[config.mk]
export PLATFORM = sky130hd
export DESIGN_NAME = bre_top
export DESIGN_NICKNAME = d
export VERILOG_FILES = /design/src/rtl/bre_pkg.sv /design/src/rtl/bre_top.sv
export SDC_FILE = /design/constraint.sdc
export NUM_CORES = 1
export LEC_CHECK = 0
export BUFFER_PORTS_ARGS = -buffer_cell sky130_fd_sc_hd__buf_2
export CAP_MARGIN = 20
export CORE_MARGIN = 5
export CORE_UTILIZATION = 40
export DETAILED_ROUTE_END_ITERATION = 12
export GPL_ROUTABILITY_DRIVEN = 0
export SYNTH_ARGS = -nofsm -noshare
export SYNTH_HDL_FRONTEND = slang
export SYNTH_SLANG_ARGS = --single-unit
export TNS_END_PERCENT = 5
[constraint.sdc]
create_clock -name clk_i -period 3.89 [get_ports clk_i]
set_clock_uncertainty 0.15 [all_clocks]
set_input_delay 0.778 -clock clk_i [delete_from_list [all_inputs] [get_ports clk_i]]
set_output_delay 0.778 -clock clk_i [all_outputs]
set_load 0.01 [all_outputs]
[src/rtl/bre_pkg.sv]
// Constants and carrier types for the bridge error block.
// Assumes one bus clock and 16-bit configuration writes.
// Operation
// [RULE_01] Claim primary inside window, secondary outside.
// [RULE_02] No system error without command bit 8.
// [RULE_03] System error sets secondary status bit 14.
// [RULE_04] Error mask register resets to all zero.
// [RULE_05] Posted write parity error raises error, flag 1.
// [RULE_06] Posted write retry timeout raises error, flag 2.
// [RULE_07] Posted write target abort raises error, flag 3.
// [RULE_08] Posted write master abort raises error, flag 4.
// [RULE_09] Delayed write retry timeout raises error, flag 5.
// [RULE_10] Delayed read retry timeout raises error, flag 6.
// [RULE_11] Flags clear only by writing one.
// [RULE_12] Relay secondary error when command 8, control 1.
// [RULE_13] Forward data parity unchanged across buses.
// [RULE_14] Parity response: error on address parity, aborts.
// [RULE_15] Parity pin on response; status 15 always.
// [RULE_16] Status 8 on bad parity or master parity.
// [RULE_17] Write abort returns target abort.
// [RULE_18] Read abort: drain words, then disconnect.
// [RULE_19] Secondary reset: abort mode picks reporting.
// [RULE_20] Discard period 32768 clocks, 1024 with bit 9.
// [RULE_21] Discard entry when retry never comes.
// [RULE_22] May discard prefetchable reads early.
// [RULE_23] Retry matches only on address, command, enables.
// [RULE_24] Timer starts on completion, stops on retry.
// [RULE_25] Flags stay set until software clears them.
package bre_pkg;
   // Configuration offsets.
   localparam logic [7:0] OFS_CMD = 8'h04;
   localparam logic [7:0] OFS_STAT = 8'h06;
   localparam logic [7:0] OFS_SSTAT = 8'h1E;
   localparam logic [7:0] OFS_BCTL = 8'h3E;
   localparam logic [7:0] OFS_MASK = 8'h64;
   localparam logic [7:0] OFS_FLAGS = 8'h6A;
   // Field positions.
   localparam int CMD_PAR_RESP = 6;
   localparam int CMD_SERR_EN = 8;
   localparam int STAT_DPE_MASTER = 8;
   localparam int STAT_DET_PAR = 15;
   localparam int SSTAT_SERR_SIG = 14;
   localparam int BCTL_SERR_FWD = 1;
   localparam int BCTL_MA_MODE = 5;
   localparam int BCTL_DISC_SHORT = 9;
   // Values after reset.
   localparam logic [15:0] RST_CMD = 16'h0000;
   localparam logic [15:0] RST_BCTL = 16'h0000;
   localparam logic [15:0] RST_STAT = 16'h0000;
   localparam logic [7:0] RST_MASK = 8'h00;
   localparam logic [7:0] RST_FLAGS = 8'h00;
   // Discard periods in bus clocks.
   localparam int DISC_SHORT_CLKS = 1024;
   localparam int DISC_LONG_CLKS = 32768;
   // Failure events; bit order matches flag bits 6..1.
   typedef struct packed {
      logic dr_timeout;
      logic dw_timeout;
      logic pw_mabort;
      logic pw_tabort;
      logic pw_timeout;
      logic pw_parity;
   } bre_err_ev_t;
   // Identity of a delayed request.
   typedef struct packed {
      logic [31:0] addr;
      logic [3:0] cmd;
      logic [3:0] be;
   } bre_req_t;
   // Configuration access.
   typedef struct packed {
      logic wr;
      logic rd;
      logic [7:0] ofs;
      logic [1:0] be;
      logic [15:0] wdata;
   } bre_cfg_t;
   typedef enum {DT_IDLE, DT_PEND, DT_HELD} bre_dt_state_t;
endpackage : bre_pkg

[src/rtl/bre_top.sv]
// Error reporting, abort handling and discard timer.
// Assumes events arrive on clk_i.
// The secondary error pin is synchronised here.
`timescale 1ns/1ps
`default_nettype none
module bre_top #(
   parameter int DISC_LONG = bre_pkg::DISC_LONG_CLKS,
   parameter int DISC_SHORT = bre_pkg::DISC_SHORT_CLKS,
   parameter int RD_CNT_W = 8
) (
   // Clock and reset.
   input wire logic clk_i,
   input wire logic arst_n_i,
   // Configuration port.
   input wire bre_pkg::bre_cfg_t cfg_i,
   output logic [15:0] cfg_rdata_o,
   // Address decode.
   input wire logic pri_addr_valid_i,
   input wire logic [31:0] pri_addr_i,
   input wire logic sec_addr_valid_i,
   input wire logic [31:0] sec_addr_i,
   input wire logic [31:0] win_base_i,
   input wire logic [31:0] win_limit_i,
   output logic pri_claim_o,
   output logic sec_claim_o,
   // Error events.
   input wire bre_pkg::bre_err_ev_t err_ev_i,
   input wire logic addr_parity_err_i,
   input wire logic target_abort_seen_i,
   input wire logic sec_serr_n_i,
   input wire logic bad_data_parity_i,
   input wire logic master_perr_i,
   // Open-drain error pins.
   output logic upstream_system_error_pin_o,
   output logic upstream_system_error_pin_oe_n_o,
   output logic parity_error_pin_o,
   output logic parity_error_pin_oe_n_o,
   // Parity forwarding.
   input wire logic fwd_par_valid_i,
   input wire logic fwd_par_i,
   output logic fwd_par_o,
   // Burst abort handling.
   input wire logic write_burst_i,
   input wire logic read_burst_i,
   input wire logic dest_tabort_i,
   input wire logic rd_word_store_i,
   input wire logic rd_word_give_i,
   output logic init_tabort_o,
   output logic init_disconnect_o,
   // Access during secondary reset.
   input wire logic sec_rst_active_i,
   input wire logic pri_attempt_i,
   output logic pri_reset_tabort_o,
   output logic pri_reset_normal_o,
   // Delayed transaction tracking.
   input wire logic dt_req_i,
   input wire bre_pkg::bre_req_t req_i,
   input wire logic dt_done_i,
   input wire logic dt_prefetch_i,
   input wire logic dt_need_room_i,
   input wire logic retry_i,
   input wire bre_pkg::bre_req_t retry_req_i,
   output logic retry_accept_o,
   output logic retry_again_o,
   output logic dt_discard_o
);
   import bre_pkg::*;

   generate
      if (DISC_SHORT < 1 || DISC_LONG < DISC_SHORT || DISC_LONG > 65535) begin : g_bad_disc
         $error("Discard periods out of range.");
      end
      if (RD_CNT_W < 1) begin : g_bad_cnt
         $error("Read counter too narrow.");
      end
   endgenerate

   localparam logic [15:0] DISC_LONG_V = 16'(DISC_LONG - 1);
   localparam logic [15:0] DISC_SHORT_V = 16'(DISC_SHORT - 1);

   // Register contents.
   logic [15:0] cmd_reg;
   logic [15:0] bctl_reg;
   logic [15:0] stat_reg;
   logic [15:0] sstat_reg;
   logic [7:0] mask_reg;
   logic [7:0] flags_reg;

   // Decodes a halfword write to one offset.
   function automatic logic [15:0] wr_mask(input bre_cfg_t c, input logic [7:0] ofs);
      logic [15:0] m;
      m = 16'h0000;
      if (c.wr && c.ofs == ofs) begin
         m = {{8{c.be[1]}}, {8{c.be[0]}}};
      end
      return m;
   endfunction : wr_mask

   wire logic [15:0] cmd_we = wr_mask(cfg_i, OFS_CMD);
   wire logic [15:0] bctl_we = wr_mask(cfg_i, OFS_BCTL);
   wire logic [15:0] stat_we = wr_mask(cfg_i, OFS_STAT);
   wire logic [15:0] sstat_we = wr_mask(cfg_i, OFS_SSTAT);
   wire logic [15:0] mask_we = wr_mask(cfg_i, OFS_MASK);
   wire logic [15:0] flags_we = wr_mask(cfg_i, OFS_FLAGS);

   // Secondary error pin synchroniser.
   logic sec_serr_s1;
   logic sec_serr_s2;
   always_ff @(posedge clk_i or negedge arst_n_i) begin
      if (!arst_n_i) begin
         sec_serr_s1 <= 1'b0;
         sec_serr_s2 <= 1'b0;
      end else begin
         sec_serr_s1 <= ~sec_serr_n_i;
         sec_serr_s2 <= sec_serr_s1;
      end
   end

   // Causes of a system error this cycle.
   logic [7:0] ev_vec;
   logic [7:0] ev_unmasked;
   logic serr_en;
   logic par_resp;
   logic serr_cause;
   logic next_serr;
   assign ev_vec = {1'b0, err_ev_i, 1'b0};
   assign ev_unmasked = ev_vec & ~mask_reg; // [RULE_05] [RULE_06] [RULE_07] [RULE_08] [RULE_09] [RULE_10]
   assign serr_en = cmd_reg[CMD_SERR_EN];
   assign par_resp = cmd_reg[CMD_PAR_RESP];
   assign serr_cause = (|ev_unmasked)
      | (par_resp & (addr_parity_err_i | target_abort_seen_i)) // [RULE_14]
      | (bctl_reg[BCTL_SERR_FWD] & sec_serr_s2); // [RULE_12]
   assign next_serr = serr_en & serr_cause; // [RULE_02]

   // System error pin: low one clock per cycle with any cause.
   always_ff @(posedge clk_i or negedge arst_n_i) begin
      if (!arst_n_i) begin
         upstream_system_error_pin_o <= 1'b1;
         upstream_system_error_pin_oe_n_o <= 1'b1;
      end else begin
         upstream_system_error_pin_o <= ~next_serr;
         upstream_system_error_pin_oe_n_o <= ~next_serr; // [RULE_02]
      end
   end

   // Parity error pin: low one clock after bad data.
   always_ff @(posedge clk_i or negedge arst_n_i) begin
      if (!arst_n_i) begin
         parity_error_pin_o <= 1'b1;
         parity_error_pin_oe_n_o <= 1'b1;
      end else begin
         parity_error_pin_o <= ~(par_resp & bad_data_parity_i);
         parity_error_pin_oe_n_o <= ~(par_resp & bad_data_parity_i); // [RULE_15]
      end
   end

   // Command and bridge control: plain read-write.
   always_ff @(posedge clk_i or negedge arst_n_i) begin
      if (!arst_n_i) begin
         cmd_reg <= RST_CMD;
         bctl_reg <= RST_BCTL;
      end else begin
         cmd_reg <= (cmd_reg & ~cmd_we) | (cfg_i.wdata & cmd_we);
         bctl_reg <= (bctl_reg & ~bctl_we) | (cfg_i.wdata & bctl_we);
      end
   end

   // Mask: every condition reports after reset.
   always_ff @(posedge clk_i or negedge arst_n_i) begin
      if (!arst_n_i) begin
         mask_reg <= RST_MASK; // [RULE_04]
      end else begin
         mask_reg <= (mask_reg & ~mask_we[7:0]) | (cfg_i.wdata[7:0] & mask_we[7:0]);
      end
   end

   // Flags: set by enabled events, cleared by writing one.
   // A new event in the clearing cycle keeps its flag.
   wire logic [7:0] flag_set = serr_en ? ev_unmasked : 8'h00;
   wire logic [7:0] flag_clr = cfg_i.wdata[7:0] & flags_we[7:0];
   always_ff @(posedge clk_i or negedge arst_n_i) begin
      if (!arst_n_i) begin
         flags_reg <= RST_FLAGS;
      end else begin
         flags_reg <= (flags_reg & ~flag_clr) | flag_set; // [RULE_11] [RULE_25]
      end
   end

   // Status bits, write one to clear, set wins over clear.
   logic [15:0] stat_set;
   logic [15:0] sstat_set;
   always_comb begin
      stat_set = 16'h0000;
      stat_set[STAT_DET_PAR] = bad_data_parity_i; // [RULE_15]
      stat_set[STAT_DPE_MASTER] = par_resp & (bad_data_parity_i | master_perr_i); // [RULE_16]
      sstat_set = 16'h0000;
      sstat_set[SSTAT_SERR_SIG] = next_serr; // [RULE_03]
   end
   wire logic [15:0] stat_clr = cfg_i.wdata & stat_we;
   wire logic [15:0] sstat_clr = cfg_i.wdata & sstat_we;
   always_ff @(posedge clk_i or negedge arst_n_i) begin
      if (!arst_n_i) begin
         stat_reg <= RST_STAT;
         sstat_reg <= RST_STAT;
      end else begin
         stat_reg <= (stat_reg & ~stat_clr) | stat_set;
         sstat_reg <= (sstat_reg & ~sstat_clr) | sstat_set;
      end
   end

   // Read data; unmapped offsets read zero.
   logic [15:0] next_rdata;
   always_comb begin
      case (cfg_i.ofs)
         OFS_CMD: next_rdata = cmd_reg;
         OFS_STAT: next_rdata = stat_reg;
         OFS_SSTAT: next_rdata = sstat_reg;
         OFS_BCTL: next_rdata = bctl_reg;
         OFS_MASK: next_rdata = {8'h00, mask_reg};
         OFS_FLAGS: next_rdata = {8'h00, flags_reg};
         default: next_rdata = 16'h0000;
      endcase
   end
   always_ff @(posedge clk_i or negedge arst_n_i) begin
      if (!arst_n_i) begin
         cfg_rdata_o <= 16'h0000;
      end else if (cfg_i.rd) begin
         cfg_rdata_o <= next_rdata;
      end
   end

   // Positive decode upstream, negative decode downstream.
   wire logic pri_in = (pri_addr_i >= win_base_i) && (pri_addr_i <= win_limit_i);
   wire logic sec_in = (sec_addr_i >= win_base_i) && (sec_addr_i <= win_limit_i);
   always_ff @(posedge clk_i or negedge arst_n_i) begin
      if (!arst_n_i) begin
         pri_claim_o <= 1'b0;
         sec_claim_o <= 1'b0;
      end else begin
         pri_claim_o <= pri_addr_valid_i & pri_in; // [RULE_01]
         sec_claim_o <= sec_addr_valid_i & ~sec_in; // [RULE_01]
      end
   end

   // Parity copied untouched, one clock behind.
   always_ff @(posedge clk_i or negedge arst_n_i) begin
      if (!arst_n_i) begin
         fwd_par_o <= 1'b0;
      end else if (fwd_par_valid_i) begin
         fwd_par_o <= fwd_par_i; // [RULE_13]
      end
   end

   // Read words fetched but not yet delivered.
   logic [RD_CNT_W-1:0] rd_cnt;
   logic rd_abort_pend;
   always_ff @(posedge clk_i or negedge arst_n_i) begin
      if (!arst_n_i) begin
         rd_cnt <= '0;
      end else if (rd_word_store_i && !rd_word_give_i) begin
         rd_cnt <= rd_cnt + 1'b1;
      end else if (rd_word_give_i && !rd_word_store_i && rd_cnt != '0) begin
         rd_cnt <= rd_cnt - 1'b1;
      end
   end

   // Write aborts echo at once; read aborts wait for the drain.
   always_ff @(posedge clk_i or negedge arst_n_i) begin
      if (!arst_n_i) begin
         init_tabort_o <= 1'b0;
         init_disconnect_o <= 1'b0;
         rd_abort_pend <= 1'b0;
      end else begin
         init_tabort_o <= write_burst_i & dest_tabort_i; // [RULE_17]
         init_disconnect_o <= 1'b0;
         if (read_burst_i && dest_tabort_i) begin
            rd_abort_pend <= 1'b1;
         end else if (rd_abort_pend && rd_cnt == '0) begin
            rd_abort_pend <= 1'b0;
            init_disconnect_o <= 1'b1; // [RULE_18]
         end
      end
   end

   // Primary access during secondary reset.
   always_ff @(posedge clk_i or negedge arst_n_i) begin
      if (!arst_n_i) begin
         pri_reset_tabort_o <= 1'b0;
         pri_reset_normal_o <= 1'b0;
      end else begin
         pri_reset_tabort_o <= pri_attempt_i & sec_rst_active_i & bctl_reg[BCTL_MA_MODE]; // [RULE_19]
         pri_reset_normal_o <= pri_attempt_i & sec_rst_active_i & ~bctl_reg[BCTL_MA_MODE]; // [RULE_19]
      end
   end

   // Delayed entry: latch, completion, retry, discard.
   bre_dt_state_t dt_state;
   bre_req_t dt_latched;
   logic [15:0] dt_timer;
   wire logic dt_match = (retry_req_i == dt_latched); // [RULE_23]
   wire logic dt_expired = (dt_timer == 16'h0000);

   always_ff @(posedge clk_i or negedge arst_n_i) begin
      if (!arst_n_i) begin
         dt_latched <= '0;
      end else if (dt_req_i && dt_state == DT_IDLE) begin
         dt_latched <= req_i;
      end
   end

   always_ff @(posedge clk_i or negedge arst_n_i) begin
      if (!arst_n_i) begin
         dt_state <= DT_IDLE;
         dt_timer <= 16'h0000;
         retry_accept_o <= 1'b0;
         retry_again_o <= 1'b0;
         dt_discard_o <= 1'b0;
      end else begin
         retry_accept_o <= 1'b0;
         retry_again_o <= 1'b0;
         dt_discard_o <= 1'b0;
         case (dt_state)
            DT_IDLE: begin
               if (dt_req_i) begin
                  dt_state <= DT_PEND;
               end
            end
            DT_PEND: begin
               if (retry_i) begin
                  retry_again_o <= 1'b1;
               end
               if (dt_done_i) begin
                  dt_state <= DT_HELD;
                  dt_timer <= bctl_reg[BCTL_DISC_SHORT] ? DISC_SHORT_V : DISC_LONG_V; // [RULE_20] [RULE_24]
               end
            end
            DT_HELD: begin
               if (retry_i && dt_match) begin
                  retry_accept_o <= 1'b1;
                  dt_state <= DT_IDLE; // [RULE_24]
               end else if (dt_expired || (dt_prefetch_i && dt_need_room_i)) begin
                  dt_discard_o <= 1'b1; // [RULE_21] [RULE_22]
                  dt_state <= DT_IDLE;
               end else begin
                  retry_again_o <= retry_i; // [RULE_23]
                  dt_timer <= dt_timer - 16'h0001;
               end
            end
            default: begin
               dt_state <= DT_IDLE;
            end
         endcase
      end
   end
endmodule : bre_top
`default_nettype wire

# == Word level (Yosys, flattened, before mapping) ==
# Index checks and enable logic that the tools add are counted.
# word_totals
inputBits,265
register_bits,207
wordCells,158
output_inout_bits,30
# op_classes
eq_ne,14
bitwise,46
reduce_logical,30
order_cmp,4
muxes,33
addsub,3
# op_table
operator,n
bitwise AND 16 bit,8
two-way mux 32 bit,4
two-way mux 16 bit,7
one-hot mux 16 bit (6 select lines),1
one-hot mux 32 bit (3 select lines),1
greater-or-equal comparator 32 bit,2
<= comparator 32 bit,2
zero test 32 bit,2
NOT 16 bit,4
OR 16 bit,3
equality test 40 bit,1
two-way mux 8 bit,5
bitwise AND 8 bit,4
equality test 32 x 1 -> 1 bit (second input constant),1
equality test 32 x 2 -> 1 bit (second input constant),1
one-hot mux 16 bit (2 select lines),1
NOT 8 bit,3
equality test 8 x 3 -> 1 bit (second input constant),2
equality test 8 x 7 -> 1 bit (second input constant),2
logical AND 1 bit,16
zero test 16 bit,1
OR 16 x 15 -> 16 bit,1
OR 8 bit,2
subtractor 16 x 1 -> 16 bit (second input constant),1
21 further kinds,55

# == Longest topological paths before layout ==
# Gate-level depths: netlist (run 1).
# depth
depth_word,7
ltp_mapped,9
ltp_nobuf,9

# == Worst setup path after synthesis (run 1) ==
# No wires, ideal clock.
# synth_path
path_kind,in2reg
start,input port rd_word_give_i
end,register rd_cnt[7]
path_slack_ps,1193
cell_stages,9
arrival_time_ps,2479
setup_time_ps,69
t_required_ps,3671
n_path_buf,0
path_cell_list,nand2b_1 -> ha_1 -> a21o_1 -> a21oi_1 -> o21ai_0 -> nor4_1 -> nor3_1 -> mux2_2 -> nand3_1
# synth_between
elab_chain_len,3
elab_cells_between_ends,6
classes_between,1 x mux; 5 x reduce/logical
# synth_rtl
item,line,text
"start, declared",bre_top.sv:47,"input wire logic rd_word_give_i,"
zero test 1 bit or logical AND 1 bit (tied branches),"bre_top.sv:260, bre_top.sv:262",
logical AND 1 bit (on tied branches),"bre_top.sv:260, bre_top.sv:262",
two-way mux 8 bit or nonzero test 2 bit (tied branches),n/a,
"end signal, assigned",bre_top.sv:261,rd_cnt <= rd_cnt + 1'b1;
"end signal, assigned",bre_top.sv:263,rd_cnt <= rd_cnt - 1'b1;
"end, declared",bre_top.sv:255,logic [RD_CNT_W-1:0] rd_cnt;
# Parallel ways exist; a longest one is shown, timed or not.
# A chain may end at the register's enable or synchronous reset.

# == Final worst setup path (run 1) ==
# layout_path
start,input port retry_req_i[23] (netlist bit)
end,register dt_timer[11]
# layout_between
elab_chain_len,4
# layout_rtl
item,line,text
"start, declared",bre_top.sv:62,"input wire bre_pkg::bre_req_t retry_req_i,"
equality test 40 bit,bre_top.sv:300,wire logic dt_match = (retry_req_i == dt_latched);
logical AND 1 bit,bre_top.sv:338,if (retry_i && dt_match) begin
inequality test 2 bit (no line),n/a,
AND reduction 4 bit (no line),n/a,
"end signal, assigned",bre_top.sv:334,dt_timer <= bctl_reg[BCTL_DISC_SHORT] ? DISC_SHORT_V : DISC_LONG_V;
"end signal, assigned",bre_top.sv:346,dt_timer <= dt_timer - 16'h0001;
"end, declared",bre_top.sv:299,logic [15:0] dt_timer;
# Every way passes these cells.

==> impl_results.md, run 1 <==
- Pwr dens: ~440 mW/mm2
- R2r setup slk: 1.08 ns
- Net Sw Frac: 0.331
- Mapped cell area: 0.0112 mm2
- Die X: approximately 180 um
- Final design utilization: 0.496
- Dominant cell type by area after synthesis: dfrtp_1
- Critical path startpoint category: primary input
- Unrepaired setup endpoints after global routing: no
- TNS Setup: 0 ns
- Most frequent cells in the layout: 293 x buf_2, 175 x dfrtp_1, 140 x ha_1, 86 x inv_1, 83 x mux2_2
- Worst Path Required: 4.05 ns
- Post-CTS sizing: 0
- Final Cycle Share: 0.725
- # IOs: just under 300
- Iteration-0 DRC Markers: 397
- Post-synthesis sequential area ratio: 0.396
- CTS tree: built
- Synth Warn #: 0
- Number of synthesized flops with an enable pin: 0
- Worst Hold Class: reg2reg
- Vias/cell: around 5.2
- F_max: between 300 and 400 MHz
- 1st-pass router iterations: 4
- Clock power frac: 0.287
- Sequential share of power: 0.403
- Power Internal: 4.01 mW
- Clk root buf: clkbuf_16
- Async set-reset flop share out of synthesis: 1.00
- Initial antenna violation count: 2
- Rel. slew slack: 0.454
- Slew of the pin with the lowest slew margin: 0.808 ns
- Top FF cell, synth: dfrtp_1
- Die area: 0.0314 mm2
- First-pass GRT wire length: just under 50,000 um
- Post-DP HPWL: 25,300 um
- Synth Register Bits: 177
- Area Overhead vs Synth: 22.6%
- GR Util All Layers: 0.195
- Routed len/inst: 17.7 um
- Post-DRT Antenna Nets: 0
- Max FO, Critical Path: 26
- Largest net degree at the start of global routing: 78
- Net Sw Power: 1.99 mW
- Clock transition at path regs: 0.08 ns
- Synth area leaders: dfrtp_1 39%, ha_1 16%, mux2_2 8.3%
- Hold buffers post-CTS: 0
- Most common cell after layout, fill and taps aside: buf_2
- Worst-skew pair later-pin latency: around 0.43 ns
- Outcome: completed
- Port Buf Inserts: 294
- Critical path capture point type: flop
- Setup violators final: 0
- Nets: 1,786
- Final Max Tran Viols: 0
- Cell area after layout: 0.0137 mm2
- Max Cap Viol: 0
- Number of CTS-inserted buffers: 17
- Syn Nets: 1,489
- Critical Path AT: 2.98 ns
- Cells after Synth: 1,083
- Row cnt: 61
- Peak VDD IR: 306 uV
- Synthesized area per cell: 10.3 um2
- Die H: approximately 180 um
- Setup bufs post-CTS: 0
- Pleak: 6.87 nW
- CP Class: in2reg
- DRT Wirelength: 31,300 um
- Combinational share of power: 0.310
- Placed cell area: 0.0131 mm2
- Fill count: 2,647
- Final min period: 2.82 ns
- PnR Total Power: 6.00 mW
- Clock Sinks: between 150 and 200
- Core Region: 0.0277 mm2
- Top-area cell type share of the netlist area: 0.391
- Total global routing overflow: 0
- Proportion of layout cells with a drive suffix above 1: 0.313
- Residual DRC: 0
- Final hold viol count: 0
- Seq. cell area: 0.00443 mm2
- Vias in the first global route: 9,569
- Buffer depth of the longest clock path: 2
- Yosys cell types: 64
- Clock H-tree levels: 4
- Area occupied by multi-input gates: 0.00631 mm2
- Vias after detailed routing: approximately 9,300
- Initial core utilization: 0.404
synth_stat cells (3+ instances only):
| master | instances |
|---|---|
| nor4b_1 | 3 |
| ha_1 | 140 |
| a21boi_0 | 32 |
| a211oi_1 | 7 |
| or4_1 | 7 |
| a31oi_1 | 19 |
| o2111ai_1 | 6 |
| o21a_1 | 5 |
| a21oi_1 | 50 |
| o211ai_1 | 4 |
| or2_2 | 3 |
| clkbuf_1 | 23 |
| xnor2_1 | 36 |
| nor4_1 | 7 |
| o41ai_1 | 3 |
| a22oi_1 | 24 |
| or3_1 | 4 |
| nand4_1 | 40 |
| o31ai_1 | 5 |
| inv_1 | 86 |
| nand2b_1 | 17 |
| nand2_1 | 51 |
| a221oi_1 | 8 |
| nor3_1 | 17 |
| o22a_1 | 4 |
| o21ai_0 | 31 |
| nor2b_1 | 15 |
| xor2_1 | 5 |
| dfrtp_1 | 175 |
| a22o_1 | 12 |
| mux2_2 | 83 |
| and3_1 | 11 |
| a21o_1 | 37 |
| nor2_1 | 55 |
| nand3_1 | 19 |
routing by layer:
| layer | global-route usage | vias to the layer above | routed length [um] |
|---|---|---|---|
| li1 | - | 4588 | - |
| met1 | 0.252 | 4405 | 13800 |
| met2 | 0.332 | 260 | 15000 |
| met3 | 0.0345 | 47 | 1600 |
| met4 | 0.0638 | 2 | 838 |
| met5 | 0 | - | 7 |
worst max-delay path, cell delays in order:
cell and delay (ns):
buf_2 0.11, xnor2_1 0.13, nand3_1 0.09, nor3_1 0.47, nand4_1 0.40, o21ai_4 0.60
o21ba_2 0.24, o22a_1 0.16
cell families (layout without fill, tap and decap cells):
group | after synthesis | in the layout | share of synthesized area
DFF | 177 | 177 | 0.396
muxes | 84 | 84 | 0.0843
xor gates and xnor gates | 41 | 41 | 0.0321
other | 0 | 1 | 0
AOI/OAI and AO/OA | 265 | 265 | 0.165
adders and majority gates | 141 | 141 | 0.158
buffers and inverters | 114 | 424 | 0.0405
and+or+nand+nor | 261 | 261 | 0.124
metrics by stage:
stage / hold slack [ns] / setup WS, ns / cells
6_report: 0.208 / 1.07 / 1772
5_1_grt: 0.225 / 0.902 / 1771
4_1_cts: 0.209 / 1.07 / 1771
3_5_place_dp: 0.190 / 0.672 / 1739
3_3_place_gp: 0.187 / 0.711 / 1739
2_1_floorplan: 0.181 / 1.19 / 1083
final timing paths:
kind,to,cells past startpoint,startpoint
setup / recovery,dt_timer[11],8,retry_req_i[23]
hold / removal,sec_serr_s2,0,sec_serr_s1
setup reg to reg,dt_timer[11],7,dt_latched[18]
hold reg to reg,sec_serr_s2,0,sec_serr_s1
max in group asynchronous,sec_claim_o,2,arst_n_i
min in group asynchronous,sec_serr_s1,1,arst_n_i
power groups by stage:
stage                     Combinational, mW  Sequential, mW  Clock, mW
after floorplan                        1.38            2.39          0
after global placement                 1.82            2.45          0
after detailed placement               1.87            2.45          0
after CTS                              1.88            2.42       1.77
after global routing                   2.09            2.47       1.85
final                                  1.86            2.42       1.72
cell type report:
cell class                 count  share of cell area
inverter                      86              0.0235
clock inverter                15              0.0121
timing repair buffer         306               0.116
antenna                        1            0.000182
sequential                   177               0.323
multi-input combinational    792               0.460
tap                          378              0.0344
clock buffer                  17              0.0310
No activity file was read; power rests on OpenSTA's default activity.
==> run 2: changes to the inputs <==
==> constraint.sdc (replaced) <==
create_clock -name clk_i -period 2.9 [get_ports clk_i]
set_clock_uncertainty 0.15 [all_clocks]
set_input_delay 0.58 -clock clk_i [delete_from_list [all_inputs] [get_ports clk_i]]
set_output_delay 0.58 -clock clk_i [all_outputs]
set_load 0.01 [all_outputs]
==> run 2 against run 1 <==
Sequential share of layout area shrank 0.50 points. Combinational power grew 38%. Non-clock buffer count grew 19. Via count grew 0.42%. Clock-buffer cell count is the same. Design area grew 1.6%. Total power grew 36%. Final cell count grew 1.1%. Highest routed layer unchanged.
==> impl_results.md, run 2 (same netlist as run 1, synthesis figures left out) <==
- Max FO, Critical Path: 13 (-50%)
- Net Sw Frac: 0.332 (+0.000638)
- Residual DRC: 0 (unchanged)
- Vias in the first global route: 9,806 (+2.5%)
- DRT Wirelength: 31,800 um (+1.6%)
- Total global routing overflow: 0 (unchanged)
- Worst-skew pair later-pin latency: 0.43 ns (about the same)
- WL met3: 1660 um (+3.2%)
- Combinational share of power: 0.314 (+0.004)
- Max incr delay on CP: 0.63 ns (+0.03 ns)
- GR Util All Layers: 0.200 (+0.00477)
- Post-Layout Cell Count: 1,791 (+1.1%)
- Critical path capture point type: flop
- Pleak: 6.98 nW (+1.7%)
- Setup slack at placement: 0.0845 ns (-0.588 ns)
- Clock power frac: 0.289 (+0.002)
- # IOs: 295 (unchanged)
- TNS Setup: 0 ns (unchanged)
- Final Cycle Share: 0.884
- Power Internal: 5.47 mW (+36%)
- Highest routed layer: met5
- Number of CTS-inserted buffers: 17 (unchanged)
- Critical Path AT: 2.73 ns (-0.25 ns)
- Die area: 0.0314 mm2 (unchanged)
- Row cnt: 61 (unchanged)
- Worst Path Required: 3.06 ns (-0.99 ns)
- Initial core utilization: 0.404 (unchanged)
- Wire length on met1: 13,800 um (-0.38%)
- First-pass GRT wire length: 50,100 um (+2.4%)
- Clock transition at path regs: 0.08 ns (about the same)
- CTS tree: built
- Crit-path leading delay family: compound AO/OA/AOI/OAI gates
- Net Sw Power: 2.71 mW (+37%)
- Port Buf Inserts: 294 (unchanged)
- Die H: 177 um (unchanged)
- 1st-pass router iterations: 4 (unchanged)
- Sequential share of power: 0.397 (-0.006)
- Largest net degree at the start of global routing: 64 (-18%)
- Final Max Tran Viols: 0 (unchanged)
- Critical path startpoint category: flop
- Routed len/inst: 17.8 um (+0.51%)
- Most common cell after layout, fill and taps aside: buf_2
- Clock H-tree levels: 4 (unchanged)
- Area Overhead vs Synth: 24.5%
- Final min period: roughly 2.6 ns
- Outcome: completed
- WP buf/inv: 1 (unchanged)
- Max Cap Viol: 0 (unchanged)
- Clk root buf: clkbuf_16
- CP Class: reg2reg
- Slew of the pin with the lowest slew margin: 0.646 ns (-0.162 ns)
- Most frequent cells in the layout: 293 x buf_2, 175 x dfrtp_1, 140 x ha_1, 86 x inv_1, 83 x mux2_2
- Iteration-0 DRC Markers: 388 (-2.3%)
- Core Region: 0.0277 mm2 (unchanged)
- Unrepaired setup endpoints after global routing: no
- Critical path's slowest cell: or4_1
- Initial antenna violation count: 5 (+3)
- Clock Sinks: 177 (unchanged)
- Rel. slew slack: 0.569 (+0.115)
- Final hold viol count: 0 (unchanged)
- Final worst setup slack: 0.336 ns (-0.735 ns)
- Proportion of layout cells with a drive suffix above 1: 0.322 (+0.00854)
- Vias/cell: 5.22 (-0.65%)
- Setup violators final: 0 (unchanged)
- Worst Hold Class: in2reg
- Nets: 1,805 (+1.1%)
- Pwr dens: 587 mW/mm2 (+34%)
- Die X: 177 um (unchanged)
- F_max: 390 MHz
- Peak VDD IR: 428 uV (+40%)
- CP Cell Sequence: or4_1 -> nor4_4 -> a32oi_2 -> o21ba_4 -> o21ai_4 -> buf_12 -> a21oi_1 -> o22a_1
- Buffer depth of the longest clock path: 2 (unchanged)
- Setup bufs post-CTS: 0 (unchanged)
- Post-DRT Antenna Nets: 0 (unchanged)
- Post-CTS sizing: 0 (unchanged)
- Met2 wire length: 15,500 um (+3.1%)
- Vias after detailed routing: 9,341 (+0.42%)
- Cell area after layout: 0.0139 mm2 (+1.6%)
- Placed cell area: 0.0133 mm2 (+1.4%)
- Post-DP HPWL: 25,700 um (+1.3%)
- Post-Place Cells: 1,757 (+1.0%)
## run 2: cell count changes in the layout (fill, tap and decap cells not counted), sizes merged
cell	before	now
inv	94	93
buf	306	324
dlygate4sd3	0	1
clkinv	5	6
## run 2: final timing paths
kind	from	to	slack, ns	depth (start not counted)
setup / recovery	dt_timer[8]	dt_timer[12]	0.34	8
hold / removal	sec_serr_n_i	sec_serr_s1	0.13	2
setup reg to reg	dt_timer[8]	dt_timer[12]	0.34	8
hold reg to reg	sec_serr_s1	sec_serr_s2	0.21	0
max in group asynchronous	arst_n_i	dt_latched[19]	1.34	3
min in group asynchronous	arst_n_i	cfg_rdata_o[3]	0.55	2
## run 2: final cells by class
class | count | area [um2]
fill | 2619 | 13800
multi-input combinational | 792 | 6310
sequential | 177 | 4430
timing repair buffer | 325 | 1790
tap | 378 | 473
clock buffer | 17 | 425
inverter | 86 | 323
clock inverter | 15 | 189
antenna | 1 | 2.50
## run 2: repair_timing
action / 4_1_cts / 5_1_grt
endpoints found under the setup margin: 0 / 0
hold endpoints to repair: 15 / 0
hold buffers: 1 / 0
## run 2: per-stage QoR
stage | hold slack, ns | utilization | power [mW]
after global routing | 0.133 | 0.503 | 8.75
final | 0.135 | 0.503 | 8.18
after CTS | 0.113 | 0.503 | 8.28
after floorplan | 0.134 | - | 5.06
after global placement | 0.184 | 0.481 | 5.81
after detailed placement | 0.194 | 0.481 | 5.88
## run 2: metal layers
layer | GRT usage | up-vias
li1 | - | 4615
met1 | 0.257 | 4422
met2 | 0.344 | 244
met3 | 0.0354 | 50
met4 | 0.0603 | 10
met5 | 0 | -
## run 2: power by group through the flow
stage               Sequential [mW]  Clock [mW]  Combinational (mW)
finish                         3.25        2.37                2.57
floorplan                      3.21           0                1.85
detailed placement             3.29           0                2.59
CTS                            3.25        2.43                2.60
global route                   3.31        2.53                2.91
global placement               3.28           0                2.53
## run 2: worst register-to-register path, stage by stage, from the launching register on
cell and delay [ns]:
dfrtp_1 0.42, or4_1 0.63, nor4_4 0.23, a32oi_2 0.23, o21ba_4 0.27, o21ai_4 0.13, buf_12 0.17, a21oi_1 0.05
o22a_1 0.19
==> run 3: changes to the inputs <==
==> constraint.sdc (replaced) <==
create_clock -name clk_i -period 3.05 [get_ports clk_i]
set_clock_uncertainty 0.15 [all_clocks]
set_input_delay 0.61 -clock clk_i [delete_from_list [all_inputs] [get_ports clk_i]]
set_output_delay 0.61 -clock clk_i [all_outputs]
set_load 0.01 [all_outputs]
==> run 3 against run 2 <==
Design area decreased by 0.63%. Via count increased by 0.49%. Critical path depth unchanged. Final cell count decreased by 0.39%. Worst hold slack got worse by 0.11 ns. Non-clock buffer count decreased by 7. Register-to-register slack improved by 0.18 ns. Maximum frequency increased by 1.0%. Total power decreased by 4.9%. Sequential share of layout area increased by 0.20 points. Global-route usage decreased by 0.26 points. Die area unchanged. Critical endpoint unchanged.
==> impl_results.md, run 3 (same netlist as run 1, synthesis figures left out) <==
- Outcome: completed
- Hold buffers post-CTS: 0 (-1)
- Vias in the first global route: 9,758 (-0.49%)
- Initial core utilization: 0.404 (unchanged)
- TNS Setup: 0 ns (unchanged)
- Final hold viol count: 0 (unchanged)
- CP Class: reg2reg
- Worst Path Required: 3.21 ns (+0.15 ns)
- Setup violators final: 0 (unchanged)
- Area occupied by multi-input gates: 0.00631 mm2 (unchanged)
- # IOs: 295 (unchanged)
- Vias/cell: 5.26 (+0.89%)
- Die H: 177 um (unchanged)
- Routed len/inst: 17.7 um (about the same)
- Setup bufs post-CTS: 0 (unchanged)
- Most frequent cells in the layout: 293 x buf_2, 175 x dfrtp_1, 140 x ha_1, 86 x inv_1, 83 x mux2_2
- Pleak: 6.94 nW (-0.55%)
- Most common cell after layout, fill and taps aside: buf_2
- Final Cycle Share: 0.832 (-0.0521)
- Max Cap Viol: 0 (unchanged)
- Clock Sinks: 177 (unchanged)
- Clk root buf: clkbuf_16
- Post-DP HPWL: 25,700 um (about the same)
- Critical path startpoint category: flop
- Peak VDD IR: 406 uV (-5.2%)
- Initial antenna violation count: 4 (-1)
- Port Buf Inserts: 294 (unchanged)
- GR Util All Layers: 0.197 (-0.00263)
- Critical Path AT: 2.70 ns (-0.03 ns)
- Seq. cell area: 0.00443 mm2 (unchanged)
- Vias after detailed routing: 9,387 (+0.49%)
- Row cnt: 61 (unchanged)
- Rel. slew slack: 0.526 (-0.0428)
- Pwr dens: 561 mW/mm2 (-4.3%)
- Fin Hold WS: 0.0198 ns (-0.115 ns)
- Critical path's slowest cell: or4_1
- Nets: 1,798 (-0.39%)
- Max FO, Critical Path: 15 (+2)
- Post-CTS sizing: 0 (unchanged)
- 1st-pass router iterations: 4 (unchanged)
- Number of CTS-inserted buffers: 17 (unchanged)
- Max incr delay on CP: 0.62 ns (about the same)
- Clock H-tree levels: 4 (unchanged)
- Core Region: 0.0277 mm2 (unchanged)
- Residual DRC: 0 (unchanged)
- DRT Wirelength: 31,700 um (-0.47%)
- CTS tree: built
- Final min period: 2.54 ns (-0.0263 ns)
- First-pass GRT wire length: 49,600 um (-1.0%)
- Clock transition at path regs: 0.08 ns (about the same)
- Worst Hold Class: in2async
- Fill count: 2,615 (-0.15%)
- Worst-skew pair later-pin latency: 0.43 ns (about the same)
- Largest net degree at the start of global routing: 66 (+3.1%)
- CP Cell Sequence: or4_1 -> nor4_4 -> a32oi_2 -> o21ba_4 -> o21ai_4 -> buf_4 -> a21oi_1 -> o22a_1
- Unrepaired setup endpoints after global routing: no
- Area Overhead vs Synth: 23.7%
- R2r setup slk: 0.51 ns (+0.18 ns)
- F_max: 394 MHz (+1.0%)
- Total global routing overflow: 0 (unchanged)
- Die area: 0.0314 mm2 (unchanged)
- Iteration-0 DRC Markers: 345 (-11%)
- Proportion of layout cells with a drive suffix above 1: 0.319 (-0.00267)
- Critical path capture point type: flop
- Post-DRT Antenna Nets: 0 (unchanged)
- Die X: 177 um (unchanged)
- Final Max Tran Viols: 0 (unchanged)
- Buffer depth of the longest clock path: 2 (unchanged)
- Slew of the pin with the lowest slew margin: 0.704 ns (+0.0577 ns)
==> run 3: power breakdown <==
part,switching (mW),internal (mW)
clock network,1.04,1.25
registers,0.307,2.77
logic,1.20,1.21
total,2.55,5.24
==> run 3: metal layers <==
| metal | wire (um) | GRT usage | part of all wire | vias to the layer above |
|---|---|---|---|---|
| li1 | - | - | - | 4595 |
| met1 | 13700 | 0.249 | 0.43 | 4477 |
| met2 | 15400 | 0.342 | 0.49 | 261 |
| met3 | 1720 | 0.0390 | 0.054 | 46 |
| met4 | 731 | 0.0590 | 0.023 | 8 |
| met5 | 59 | 0 | 0.0019 | - |
==> run 3: cell type report <==
type	instances	share of cell area
Inverter	86	0.0233
Clock buffer	17	0.0307
Multi-Input combinational cell	792	0.456
Sequential cell	177	0.320
Tap cell	378	0.0341
Antenna cell	1	0.000181
Timing Repair Buffer	318	0.122
Clock inverter	15	0.0140
==> run 3: final timing paths <==
path	end	startpoint	depth (start not counted)
max in group asynchronous	upstream_system_error_pin_oe_n_o	arst_n_i	2
hold / removal	async pin	arst_n_i	1
min in group clk_i	sec_serr_s1	sec_serr_n_i	2
setup reg to reg	dt_timer[12]	dt_timer[8]	8
hold reg to reg	sec_serr_s2	sec_serr_s1	0
setup / recovery	dt_timer[12]	dt_timer[8]	8
==> run 3: worst max-delay path, delay by kind of cell, from the launching register on <==
kind | cells | cell delay [ns]
simple gates | 2 | 0.84
compound gates | 5 | 0.78
flops | 1 | 0.42
buf+inv | 1 | 0.22
==> run 3: through the flow <==
| step | cells | total power [mW] | util | cell area, um2 | setup WS (ns) |
|---|---|---|---|---|---|
| after floorplan | 1083 | 4.81 | - | 11200 | 0.521 |
| after global placement | 1751 | 5.49 | 0.478 | 13200 | 0.162 |
| after detailed placement | 1751 | 5.54 | 0.478 | 13200 | 0.174 |
| after CTS | 1783 | 7.86 | 0.500 | 13900 | 0.489 |
| after global routing | 1783 | 8.30 | 0.500 | 13900 | 0.363 |
| final | 1784 | 7.78 | 0.500 | 13900 | 0.512 |
